## config.mk

```make
export PLATFORM = sky130hd
export DESIGN_NAME = amc_top
export DESIGN_NICKNAME = d
export VERILOG_FILES = /design/src/hw/amc_pkg.sv /design/src/hw/amc_top.sv /design/src/hw/amc_clk_div.sv /design/src/hw/amc_capture.sv
export VERILOG_INCLUDE_DIRS = /design/src /design/src/hw
export SDC_FILE = /design/constraint.sdc
export NUM_CORES = 1
export LEC_CHECK = 0
export BUFFER_PORTS_ARGS = -buffer_cell sky130_fd_sc_hd__buf_2
export CAP_MARGIN = 20
export CELL_PAD_IN_SITES_DETAIL_PLACEMENT = 0
export CELL_PAD_IN_SITES_GLOBAL_PLACEMENT = 1
export CORE_MARGIN = 8
export CORE_UTILIZATION = 45
export CTS_BUF_LIST = sky130_fd_sc_hd__clkbuf_4 sky130_fd_sc_hd__clkbuf_8
export DETAILED_ROUTE_END_ITERATION = 16
export PLACE_DENSITY_LB_ADDON = 0.1
export SLEW_MARGIN = 0
export SYNTH_ARGS = -nofsm -noshare
export SYNTH_HDL_FRONTEND = slang
export SYNTH_SLANG_ARGS = --single-unit
export TNS_END_PERCENT = 10
```

## constraint.sdc

```tcl
create_clock -name mclk -period 2.8 [get_ports mclk]
set_clock_uncertainty 0.15 [all_clocks]
set_input_delay 0.28 -clock mclk [delete_from_list [all_inputs] [get_ports mclk]]
set_output_delay 0.28 -clock mclk [all_outputs]
set_load 0.005 [all_outputs]
```

## src/hw/amc_params.svh

```systemverilog
// Constants for the audio master-clock select and divide block.
// Assumes an 8-bit processor data bus with 16-bit memory-mapped addresses.
`ifndef AMC_PARAMS_SVH
`define AMC_PARAMS_SVH

// Register byte addresses on the processor data bus.
`define AMC_ADDR_CTRL 16'hffe1
`define AMC_ADDR_DIV1 16'hffe2
`define AMC_ADDR_CAP_HI 16'hffe3
`define AMC_ADDR_CAP_LO 16'hffe4
`define AMC_ADDR_DIV2 16'hfff6
`define AMC_ADDR_FRQ2_HI 16'hfff7
`define AMC_ADDR_FRQ2_MID 16'hfff8
`define AMC_ADDR_FRQ2_LO 16'hfff9

// Reset values.
`define AMC_RST_BYTE 8'h00

// Writable-bit masks; cleared bits are reserved and read as zero.
`define AMC_MASK_CTRL 8'hdf
`define AMC_MASK_DIV1 8'hf7
`define AMC_MASK_DIV2 8'hf0

// Field positions in the control register.
`define AMC_CTRL_OUT2_EN 7
`define AMC_CTRL_OUT1_EN 6
`define AMC_CTRL_OUT1_SEL_HI 4
`define AMC_CTRL_OUT1_SEL_LO 3
`define AMC_CTRL_DIV_EN 2
`define AMC_CTRL_OUT2_SEL_HI 1
`define AMC_CTRL_OUT2_SEL_LO 0

// Field positions in the divider registers.
`define AMC_DIVM_HI 7
`define AMC_DIVM_LO 4
`define AMC_DIVI_HI 2
`define AMC_DIVI_LO 0

`endif

```

## src/hw/amc_pkg.sv

```systemverilog
// Types shared by the audio master-clock select and divide block.
// Assumes the constants header is compiled alongside.
package amc_pkg;

	// One processor bus access, as seen in a single cycle.
	typedef struct packed {
		logic [15:0] addr;
		logic wr;
		logic rd;
		logic [7:0] wdata;
	} amc_bus_req_t;

	// The three divided clocks that an output may pick from.
	typedef struct packed {
		logic syn1;
		logic ext;
		logic syn2;
	} amc_srcs_t;

	// Source code x1 picks the external input, 10 the second synthesizer, 00 the first.
	function automatic logic amc_pick(input logic [1:0] sel, input amc_srcs_t s);
		amc_pick = sel[0] ? s.ext : (sel[1] ? s.syn2 : s.syn1);
	endfunction : amc_pick

	// High-phase length of a divided clock, in source periods: ceil of half the divide-by, code plus one.
	function automatic logic [4:0] amc_half(input logic [3:0] code);
		amc_half = (5'({1'b0, code}) + 5'h02) >> 1;
	endfunction : amc_half

endpackage : amc_pkg

```

## src/hw/amc_top.sv

```systemverilog
// Audio master-clock output stage: registers, dividers, source select and output pins.
// Assumes synthesizer and external clocks arrive as levels synchronous to mclk,
// and that the processor bus presents one access per cycle with read data taken a cycle later.
`include "amc_params.svh"

// Functional notes
// - Three bytes form second synthesizer 24-bit word.
// - Word bits 23:16 held, read/write, reset zero.
// - Second synthesizer divided by field plus one.
// - First synthesizer divided by field plus one.
// - External clock divided by 3-bit field plus one.
// - Dividers run only while divider enable set.
// - Second output driven when bit 7, else low.
// - First output driven when bit 6, else low.
// - Bits 4:3 choose first output's source.
// - Bits 1:0 choose second output's source.
// - Reserved bits read-only, read as zero.
// - Edge counter captured into two bytes per frame.
module amc_top
	import amc_pkg::*;
(
	// Clock and reset.
	input wire logic mclk,
	input wire logic rst_n,
	// Processor register bus.
	input wire logic [15:0] mcu_addr,
	input wire logic mcu_wr,
	input wire logic mcu_rd,
	input wire logic [7:0] mcu_wdata,
	output logic [7:0] mcu_rdata,
	// Clock sources and frame marker.
	input wire logic first_synth_clock,
	input wire logic second_synth_clock,
	input wire logic ext_master_clock_in,
	input wire logic usb_sof,
	input wire logic capture_use_second,
	// Synthesizer programming.
	output logic [23:0] second_synth_freq_word,
	// Master-clock output pins.
	output logic first_master_clock_out,
	output logic second_master_clock_out
);

	amc_bus_req_t req;
	logic [7:0] ctrl_reg, ctrl_next;
	logic [7:0] div1_reg, div1_next;
	logic [7:0] div2_reg, div2_next;
	logic [7:0] frq_hi_reg, frq_hi_next;
	logic [7:0] frq_mid_reg, frq_mid_next;
	logic [7:0] frq_lo_reg, frq_lo_next;
	logic [7:0] rdata_reg, rdata_next;
	logic [15:0] captured;

	assign req = '{addr: mcu_addr, wr: mcu_wr, rd: mcu_rd, wdata: mcu_wdata};

	// Register writes; reserved bits are masked so they always read as zero.
	always_comb
	begin
		ctrl_next = ctrl_reg;
		div1_next = div1_reg;
		div2_next = div2_reg;
		frq_hi_next = frq_hi_reg;
		frq_mid_next = frq_mid_reg;
		frq_lo_next = frq_lo_reg;
		if (req.wr)
		begin
			case (req.addr)
				`AMC_ADDR_CTRL: ctrl_next = req.wdata & `AMC_MASK_CTRL;
				`AMC_ADDR_DIV1: div1_next = req.wdata & `AMC_MASK_DIV1;
				`AMC_ADDR_DIV2: div2_next = req.wdata & `AMC_MASK_DIV2;
				`AMC_ADDR_FRQ2_HI: frq_hi_next = req.wdata;
				`AMC_ADDR_FRQ2_MID: frq_mid_next = req.wdata;
				`AMC_ADDR_FRQ2_LO: frq_lo_next = req.wdata;
				default: ;
			endcase
		end
	end

	// Read data is registered; unmapped addresses and idle cycles return zero.
	always_comb
	begin
		rdata_next = `AMC_RST_BYTE;
		if (req.rd)
		begin
			case (req.addr)
				`AMC_ADDR_CTRL: rdata_next = ctrl_reg;
				`AMC_ADDR_DIV1: rdata_next = div1_reg;
				`AMC_ADDR_DIV2: rdata_next = div2_reg;
				`AMC_ADDR_CAP_HI: rdata_next = captured[15:8];
				`AMC_ADDR_CAP_LO: rdata_next = captured[7:0];
				`AMC_ADDR_FRQ2_HI: rdata_next = frq_hi_reg;
				`AMC_ADDR_FRQ2_MID: rdata_next = frq_mid_reg;
				`AMC_ADDR_FRQ2_LO: rdata_next = frq_lo_reg;
				default: rdata_next = `AMC_RST_BYTE;
			endcase
		end
	end

	always_ff @(posedge mclk or negedge rst_n)
	begin
		if (!rst_n)
		begin
			ctrl_reg <= `AMC_RST_BYTE;
			div1_reg <= `AMC_RST_BYTE;
			div2_reg <= `AMC_RST_BYTE;
			frq_hi_reg <= `AMC_RST_BYTE;
			frq_mid_reg <= `AMC_RST_BYTE;
			frq_lo_reg <= `AMC_RST_BYTE;
			rdata_reg <= `AMC_RST_BYTE;
		end
		else
		begin
			ctrl_reg <= ctrl_next;
			div1_reg <= div1_next;
			div2_reg <= div2_next;
			frq_hi_reg <= frq_hi_next;
			frq_mid_reg <= frq_mid_next;
			frq_lo_reg <= frq_lo_next;
			rdata_reg <= rdata_next;
		end
	end

	assign mcu_rdata = rdata_reg;
	assign second_synth_freq_word = {frq_hi_reg, frq_mid_reg, frq_lo_reg};

	// The three dividers share one enable bit.
	amc_srcs_t divided;
	logic div_en;

	assign div_en = ctrl_reg[`AMC_CTRL_DIV_EN];

	amc_clk_div u_div_syn1
	(
		.mclk(mclk),
		.rst_n(rst_n),
		.src(first_synth_clock),
		.enable(div_en),
		.ratio(div1_reg[`AMC_DIVM_HI:`AMC_DIVM_LO]),
		.out(divided.syn1)
	);

	amc_clk_div u_div_syn2
	(
		.mclk(mclk),
		.rst_n(rst_n),
		.src(second_synth_clock),
		.enable(div_en),
		.ratio(div2_reg[`AMC_DIVM_HI:`AMC_DIVM_LO]),
		.out(divided.syn2)
	);

	amc_clk_div u_div_ext
	(
		.mclk(mclk),
		.rst_n(rst_n),
		.src(ext_master_clock_in),
		.enable(div_en),
		.ratio({1'b0, div1_reg[`AMC_DIVI_HI:`AMC_DIVI_LO]}),
		.out(divided.ext)
	);

	// Requested source and enable for each pin, straight from the control register.
	logic [1:0] sel1_req, sel2_req;
	logic en1_req, en2_req;

	assign sel1_req = {ctrl_reg[`AMC_CTRL_OUT1_SEL_HI], ctrl_reg[`AMC_CTRL_OUT1_SEL_LO]};
	assign sel2_req = {ctrl_reg[`AMC_CTRL_OUT2_SEL_HI], ctrl_reg[`AMC_CTRL_OUT2_SEL_LO]};
	assign en1_req = ctrl_reg[`AMC_CTRL_OUT1_EN];
	assign en2_req = ctrl_reg[`AMC_CTRL_OUT2_EN];

	// Active selections change only while both the old and the new clock are low,
	// so a pin never shows a shortened high phase. A stopped source that rests high
	// delays the switch until it falls; software sees that as a late change, not a glitch.
	logic [1:0] sel1_reg, sel1_next, sel2_reg, sel2_next;
	logic en1_reg, en1_next, en2_reg, en2_next;
	logic pin1_reg, pin1_next, pin2_reg, pin2_next;
	logic cur1, cur2, new1, new2;

	assign cur1 = amc_pick(sel1_reg, divided);
	assign cur2 = amc_pick(sel2_reg, divided);
	assign new1 = amc_pick(sel1_req, divided);
	assign new2 = amc_pick(sel2_req, divided);

	always_comb
	begin
		sel1_next = sel1_reg;
		sel2_next = sel2_reg;
		en1_next = en1_reg;
		en2_next = en2_reg;
		if (!cur1 && !new1)
			sel1_next = sel1_req;
		if (!cur1)
			en1_next = en1_req;
		if (!cur2 && !new2)
			sel2_next = sel2_req;
		if (!cur2)
			en2_next = en2_req;
		pin1_next = en1_next & amc_pick(sel1_next, divided);
		pin2_next = en2_next & amc_pick(sel2_next, divided);
	end

	always_ff @(posedge mclk or negedge rst_n)
	begin
		if (!rst_n)
		begin
			sel1_reg <= 2'h0;
			sel2_reg <= 2'h0;
			en1_reg <= 1'b0;
			en2_reg <= 1'b0;
			pin1_reg <= 1'b0;
			pin2_reg <= 1'b0;
		end
		else
		begin
			sel1_reg <= sel1_next;
			sel2_reg <= sel2_next;
			en1_reg <= en1_next;
			en2_reg <= en2_next;
			pin1_reg <= pin1_next;
			pin2_reg <= pin2_next;
		end
	end

	assign first_master_clock_out = pin1_reg;
	assign second_master_clock_out = pin2_reg;

	// Edge counter on the chosen output pin, captured at each start of frame.
	amc_capture u_capture
	(
		.mclk(mclk),
		.rst_n(rst_n),
		.clk_level(capture_use_second ? pin2_reg : pin1_reg),
		.sof(usb_sof),
		.captured(captured)
	);

	property p_pin2_off;
		@(posedge mclk) disable iff (!rst_n) !en2_reg |-> !second_master_clock_out;
	endproperty
	a_pin2_off: assert property (p_pin2_off) else $error("Second output high while disabled.");

	property p_pin1_follow;
		@(posedge mclk) disable iff (!rst_n)
			en1_reg && $stable(sel1_reg) |-> first_master_clock_out == amc_pick(sel1_reg, $past(divided));
	endproperty
	a_pin1_follow: assert property (p_pin1_follow) else $error("First output not following its source.");

	property p_sel1_ext;
		@(posedge mclk) disable iff (!rst_n)
			en1_reg && sel1_reg[0] && $stable(sel1_reg) |-> first_master_clock_out == $past(divided.ext);
	endproperty
	a_sel1_ext: assert property (p_sel1_ext) else $error("Code x1 did not pick the external clock.");

	property p_sel2_syn2;
		@(posedge mclk) disable iff (!rst_n)
			en2_reg && sel2_reg == 2'h2 && $stable(sel2_reg) |-> second_master_clock_out == $past(divided.syn2);
	endproperty
	a_sel2_syn2: assert property (p_sel2_syn2) else $error("Code 10 did not pick the second synthesizer.");

	property p_no_runt;
		@(posedge mclk) disable iff (!rst_n) $changed(sel1_reg) |-> !$past(cur1) && !first_master_clock_out;
	endproperty
	a_no_runt: assert property (p_no_runt) else $error("Source switched while the clock was high.");

	property p_reserved;
		@(posedge mclk) disable iff (!rst_n)
			!ctrl_reg[5] && !div1_reg[3] && div2_reg[3:0] == 4'h0;
	endproperty
	a_reserved: assert property (p_reserved) else $error("A reserved bit became set.");

	property p_frq_write;
		@(posedge mclk) disable iff (!rst_n)
			mcu_wr && mcu_addr == `AMC_ADDR_FRQ2_HI |=> second_synth_freq_word[23:16] == $past(mcu_wdata);
	endproperty
	a_frq_write: assert property (p_frq_write) else $error("Frequency high byte did not take the write.");

	property p_frq_read;
		@(posedge mclk) disable iff (!rst_n)
			mcu_rd && mcu_addr == `AMC_ADDR_FRQ2_LO |=> mcu_rdata == $past(second_synth_freq_word[7:0]);
	endproperty
	a_frq_read: assert property (p_frq_read) else $error("Low frequency byte read back wrong.");

	property p_cap_read;
		@(posedge mclk) disable iff (!rst_n)
			mcu_rd && mcu_addr == `AMC_ADDR_CAP_HI |=> mcu_rdata == $past(captured[15:8]);
	endproperty
	a_cap_read: assert property (p_cap_read) else $error("Capture high byte read back wrong.");

	property p_pin1_off;
		@(posedge mclk) disable iff (!rst_n) !en1_reg |-> !first_master_clock_out;
	endproperty
	a_pin1_off: assert property (p_pin1_off) else $error("First output high while disabled.");

	property p_sel1_syn1;
		@(posedge mclk) disable iff (!rst_n)
			en1_reg && sel1_reg == 2'h0 && $stable(sel1_reg) |-> first_master_clock_out == $past(divided.syn1);
	endproperty
	a_sel1_syn1: assert property (p_sel1_syn1) else $error("Code 00 did not pick the first synthesizer.");

	property p_no_runt2;
		@(posedge mclk) disable iff (!rst_n) $changed(sel2_reg) |-> !$past(cur2) && !second_master_clock_out;
	endproperty
	a_no_runt2: assert property (p_no_runt2) else $error("Second source switched while its clock was high.");

	property p_ctrl_write;
		@(posedge mclk) disable iff (!rst_n)
			mcu_wr && mcu_addr == `AMC_ADDR_CTRL |=> ctrl_reg == ($past(mcu_wdata) & `AMC_MASK_CTRL);
	endproperty
	a_ctrl_write: assert property (p_ctrl_write) else $error("Control register did not take the write.");

endmodule : amc_top

```

## src/hw/amc_clk_div.sv

```systemverilog
// Divide-by-N stage: counts rising edges of a source level and builds the divided clock.
// Assumes the source level is synchronous to mclk and slower than half its rate.
module amc_clk_div
	import amc_pkg::*;
(
	// Clock and reset.
	input wire logic mclk,
	input wire logic rst_n,
	// Source and control.
	input wire logic src,
	input wire logic enable,
	input wire logic [3:0] ratio,
	// Divided clock.
	output logic out
);

	logic src_reg, src_next;
	logic [3:0] cnt_reg, cnt_next;
	logic [3:0] ratio_reg, ratio_next;
	logic out_reg, out_next;
	logic run_reg, run_next;
	logic rise;

	assign rise = src & ~src_reg;

	// New ratios are taken only at the end of a divided period, so no short pulse appears.
	// Starting and stopping wait until both the divided clock and its source are low,
	// so neither the first nor the last high phase is cut short. A source stopped high
	// therefore delays a stop; the trade is a late stop instead of a runt on the pin.
	always_comb
	begin
		src_next = src;
		run_next = run_reg;
		cnt_next = cnt_reg;
		ratio_next = ratio_reg;
		out_next = 1'b0;
		if (!out_reg && !src)
			run_next = enable;
		if (!run_next)
		begin
			// Parking the count at the ratio makes the first source rise open a full period.
			cnt_next = ratio;
			ratio_next = ratio;
		end
		else
		begin
			if (rise)
			begin
				if (cnt_reg == ratio_reg)
				begin
					cnt_next = 4'h0;
					ratio_next = ratio;
				end
				else
					cnt_next = cnt_reg + 4'h1;
			end
			if (ratio_next == 4'h0)
				out_next = src;
			else
				out_next = 5'({1'b0, cnt_next}) < amc_half(ratio_next);
		end
	end

	always_ff @(posedge mclk or negedge rst_n)
	begin
		if (!rst_n)
		begin
			src_reg <= 1'b0;
			run_reg <= 1'b0;
			cnt_reg <= 4'h0;
			ratio_reg <= 4'h0;
			out_reg <= 1'b0;
		end
		else
		begin
			src_reg <= src_next;
			run_reg <= run_next;
			cnt_reg <= cnt_next;
			ratio_reg <= ratio_next;
			out_reg <= out_next;
		end
	end

	assign out = out_reg;

	property p_div_off;
		@(posedge mclk) disable iff (!rst_n) !run_reg |-> !out;
	endproperty
	a_div_off: assert property (p_div_off) else $error("Divider output high while disabled.");

	property p_run_gate;
		@(posedge mclk) disable iff (!rst_n) !out && !src |=> run_reg == $past(enable);
	endproperty
	a_run_gate: assert property (p_run_gate) else $error("Divider run state did not follow its enable.");

	property p_cnt_bound;
		@(posedge mclk) disable iff (!rst_n) cnt_reg <= ratio_reg;
	endproperty
	a_cnt_bound: assert property (p_cnt_bound) else $error("Divider count passed its ratio.");

	property p_wrap;
		@(posedge mclk) disable iff (!rst_n) run_reg && rise && cnt_reg == ratio_reg |=> cnt_reg == 4'h0;
	endproperty
	a_wrap: assert property (p_wrap) else $error("Divider did not wrap at its ratio.");

endmodule : amc_clk_div

```

## src/hw/amc_capture.sv

```systemverilog
// Free-running 16-bit master-clock edge counter, captured at each start of frame.
// Assumes the counted clock level and the frame pulse are synchronous to mclk.
module amc_capture
	import amc_pkg::*;
(
	// Clock and reset.
	input wire logic mclk,
	input wire logic rst_n,
	// Counted clock and frame marker.
	input wire logic clk_level,
	input wire logic sof,
	// Captured count.
	output logic [15:0] captured
);

	logic lvl_reg, lvl_next;
	logic [15:0] cnt_reg, cnt_next;
	logic [15:0] cap_reg, cap_next;

	// Count rising edges and latch the running count on the frame pulse.
	always_comb
	begin
		lvl_next = clk_level;
		cnt_next = cnt_reg + 16'({15'h0000, clk_level & ~lvl_reg});
		cap_next = sof ? cnt_reg : cap_reg;
	end

	always_ff @(posedge mclk or negedge rst_n)
	begin
		if (!rst_n)
		begin
			lvl_reg <= 1'b0;
			cnt_reg <= 16'h0000;
			cap_reg <= 16'h0000;
		end
		else
		begin
			lvl_reg <= lvl_next;
			cnt_reg <= cnt_next;
			cap_reg <= cap_next;
		end
	end

	assign captured = cap_reg;

	property p_capture;
		@(posedge mclk) disable iff (!rst_n) sof |=> captured == $past(cnt_reg);
	endproperty
	a_capture: assert property (p_capture) else $error("Frame capture missed the running count.");

endmodule : amc_capture

```

==> impl_metrics.py <==
metrics = {
    "synthesis": {
        "async_flop_share_pct": 100.0,
        "synth_ff_type": "dfrtp_1",
        "synth_edf_count": 0,
        "yosysMostFrequentCell": "dfrtp_1",
        "syn-instance-count": 532,
        "ys_seq_elements": 124,
        "synth_common_cells": "dfrtp_1, mux2_2, nand2_1",
        "syn_area_um2": 6342,
        "synth_largest_area_cell": "dfrtp_1",
        "syn-num-nets": 582,
        "synthTopCellsByArea": "dfrtp_1, mux2_2, ha_1",
        "yosysWarnings": 0,
        "avgSynthCellArea_um2": 11.92,
        "yosysUniqueCellTypes": 66,
        "ys_seq_area_share_pct": 48.92,
        "synth_top_cell_area_share_pct": 48.92,
    },
    "critical_path": {
        "cpMostUsedCell": "ha_4",
        "max_stage_delay_ns": 0.41,
        "crit_chain": "xnor2_2, nand4_1, nor2_4, mux2_4, ha_4, inv_2, ha_4, o31a_1, o211ai_1, o311ai_2, mux2i_1",
        "path_max_fanout": 3,
        "critical-path-slowest-cell": "dfrtp_1",
        "critical_path_arrival_ns": 3.03,
        "critical_path.startpoint_type": "register",
        "crit_type": "register to register",
        "worst-endpoint-required_ns": 2.95,
        "end_kind": "register",
    },
    "power": {
        "peakVddDrop_uv": 349.6,
        "pwr-share-comb_pct": 4.9,
        "p_leak_uw": 0.003879,
        "p_int_uw": 2858,
        "pwr_density_cell_nw_per_um2": 470.0,
        "p_seq_share_pct": 48.4,
        "p_sw_uw": 851.6,
        "p_sw_share_pct": 22.96,
        "pwr-share-clk_pct": 46.7,
    },
    "timing": {
        "fin_hold_ws_ns": 0.06784,
        "finalSetupTns_ns": -0.07295,
        "fin_crit_sh_pct": 102.6,
        "worst_slew_pin_slew_ns": 0.6730,
        "period_minus_slack_ns": 2.873,
        "final_hold_viol_count": 0,
        "grt_setup_unrepaired": "yes",
        "fmax_mhz": 348.1,
        "max_slew_margin_pct": 55.04,
        "slew_viol_final": 0,
        "fin_ws_ns": -0.07295,
        "finalSetupViolations": 1,
    },
    "clock_network": {
        "cts_tree": "built",
        "clk_pin_slew_worst_paths_ns": 0.08,
        "clock-root-buffer": "clkbuf_8",
        "htree_levels": 4,
        "clkSinkCount": 124,
        "cts_max_path_buffers": 2,
        "worst_skew_pair.late_latency_ns": 0.44,
        "cts_made_buffers": 17,
    },
    "route": {
        "drc": 0,
        "drt-pass1-iter-count": 4,
        "wl_per_cell_um": 19.47,
        "vias": 4731,
        "routed_wl_mm": 16.55,
        "via_per_inst": 5.566,
        "detail-route-antenna-nets": 0,
        "drtIter0Drc": 220,
    },
    "floorplanning": {
        "initial_utilization_pct": 45.87,
        "rows": 43,
        "dieArea_um2": 18150,
        "dieHeight_um": 134.7,
        "core-area_um2": 13830,
        "dieWidth_um": 134.7,
        "pin_count": 67,
    },
    "layout": {
        "antenna_cells": 0,
        "area_growth_pct": 24.44,
        "drive_above_1_share_pct": 40.60,
        "nFillCells": 1194,
        "fin_util_pct": 57.08,
        "nets": 707,
        "stdcell_count": 850,
        "finalInstanceArea_um2": 7893,
    },
    "placed_design": {
        "hpwl_mm": 12.23,
        "port_buffers": 66,
        "placed_cells": 805,
        "routabilityCongestion": 0.8648,
        "place_area_um2": 7227,
    },
    "min_path": {
        "hold_path.class": "input port to register",
    },
    "global_routing": {
        "grt_pass1_wl_mm": 26.48,
        "track_usage_pct": 18.63,
        "grt_max_degree": 53,
        "antenna_found_initial": 0,
        "grt_overflow_total": 0,
        "grt_pass1_vias": 5030,
    },
    "run_status": {
        "status": "finished with violations",
        "violations": "negative setup slack",
    },
    "job": {
        "max_cap_viol_count": 0,
    },
}
==> power by group through the flow <==
stage	Combinational (uW)	Clock, uW	Sequential, uW
2_1_floorplan	57.6	0	1830
3_3_place_gp	163	0	1830
3_5_place_dp	164	0	1830
4_1_cts	178	1780	1790
5_1_grt	199	1850	1790
6_report	181	1730	1790
==> through the flow <==
| stage | setup slack, ns | total power, uW |
|---|---|---|
| 2_1_floorplan | -0.07275 | 1886 |
| 3_3_place_gp | 0.02198 | 1992 |
| 3_5_place_dp | -0.04941 | 1993 |
| 4_1_cts | 0.002373 | 3751 |
| 5_1_grt | -0.1916 | 3838 |
| 6_report | -0.07295 | 3709 |
==> critical path: cells and delay by family, from the launching register on <==
| family | cells | cell delay [ns] |
|---|---|---|
| mux | 2 | 0.44 |
| compound gates | 3 | 0.57 |
| flops | 1 | 0.41 |
| fa+ha+maj | 2 | 0.52 |
| xor+xnor | 1 | 0.22 |
| buf+inv | 1 | 0.04 |
| simple gates | 2 | 0.38 |
==> area by class of cell <==
class | instances | area, um2 | area share, %
Multi-Input combinational cell | 380 | 3274 | 41.49
Sequential cell | 124 | 3104 | 39.33
Timing Repair Buffer | 121 | 800.8 | 10.15
Clock buffer | 18 | 247.7 | 3.139
Tap cell | 180 | 225.2 | 2.854
Clock inverter | 14 | 191.4 | 2.425
Inverter | 13 | 48.80 | 0.6183
==> cells in the final DEF (no fill, tap or decap), drive strengths merged, types with 12 or more instances in the layout <==
master,n
nor2,19
a22o,12
dlygate4sd3,12
a21oi,16
xnor2,18
xor2,12
dfrtp,124
nand3,16
inv,13
mux2,96
clkbuf,18
o21ai,16
buf,109
nor4,15
ha,17
nand2,31
==> layer usage <==
metal | GRT usage [%] | wire [um] | vias up
met5 | 0 | 0 | -
met4 | 5.427 | 161 | 0
met3 | 4.903 | 641 | 17
met2 | 30.22 | 7995 | 84
met1 | 23.87 | 7754 | 2387
li1 | - | - | 2243
==> kinds of logic (layout without fill, tap and decap cells) <==
logic type	Yosys count	after routing	synth area share, %
AOI/OAI and AO/OA	91	91	10.34
xor gates and xnor gates	30	30	4.143
adders and majority gates	17	17	3.354
DFF	124	124	48.92
and+or+nand+nor	137	137	12.49
muxes	105	105	18.88
buffers and inverters	28	166	1.874
==> final timing paths <==
check,startpoint,endpoint,slack (ns),cells past startpoint
min reg2reg,u_capture.cnt_reg[15],u_capture.cnt_reg[15],0.32,1
max,u_div_ext.cnt_reg[0],u_div_ext.out,-0.07,11
min in group asynchronous,rst_n,u_capture.cnt_reg[2],0.16,2
max reg2reg,u_div_ext.cnt_reg[0],u_div_ext.out,-0.07,11
min,mcu_wdata[7],div2_reg[7],0.07,2
max in group asynchronous,rst_n,u_div_syn1.ratio_reg[2],1.72,3
==> what timing repair did <==
action / in CTS / in global routing
setup endpoints to repair: 1 / 3
buffers inserted: 0 / 1
hold buffers: 12 / 0
resized for setup: 3 / 17
cloned: 0 / 0
pin swaps: 1 / 11
hold endpoints to repair: 114 / 0
No activity file was read; power rests on OpenSTA's default activity.
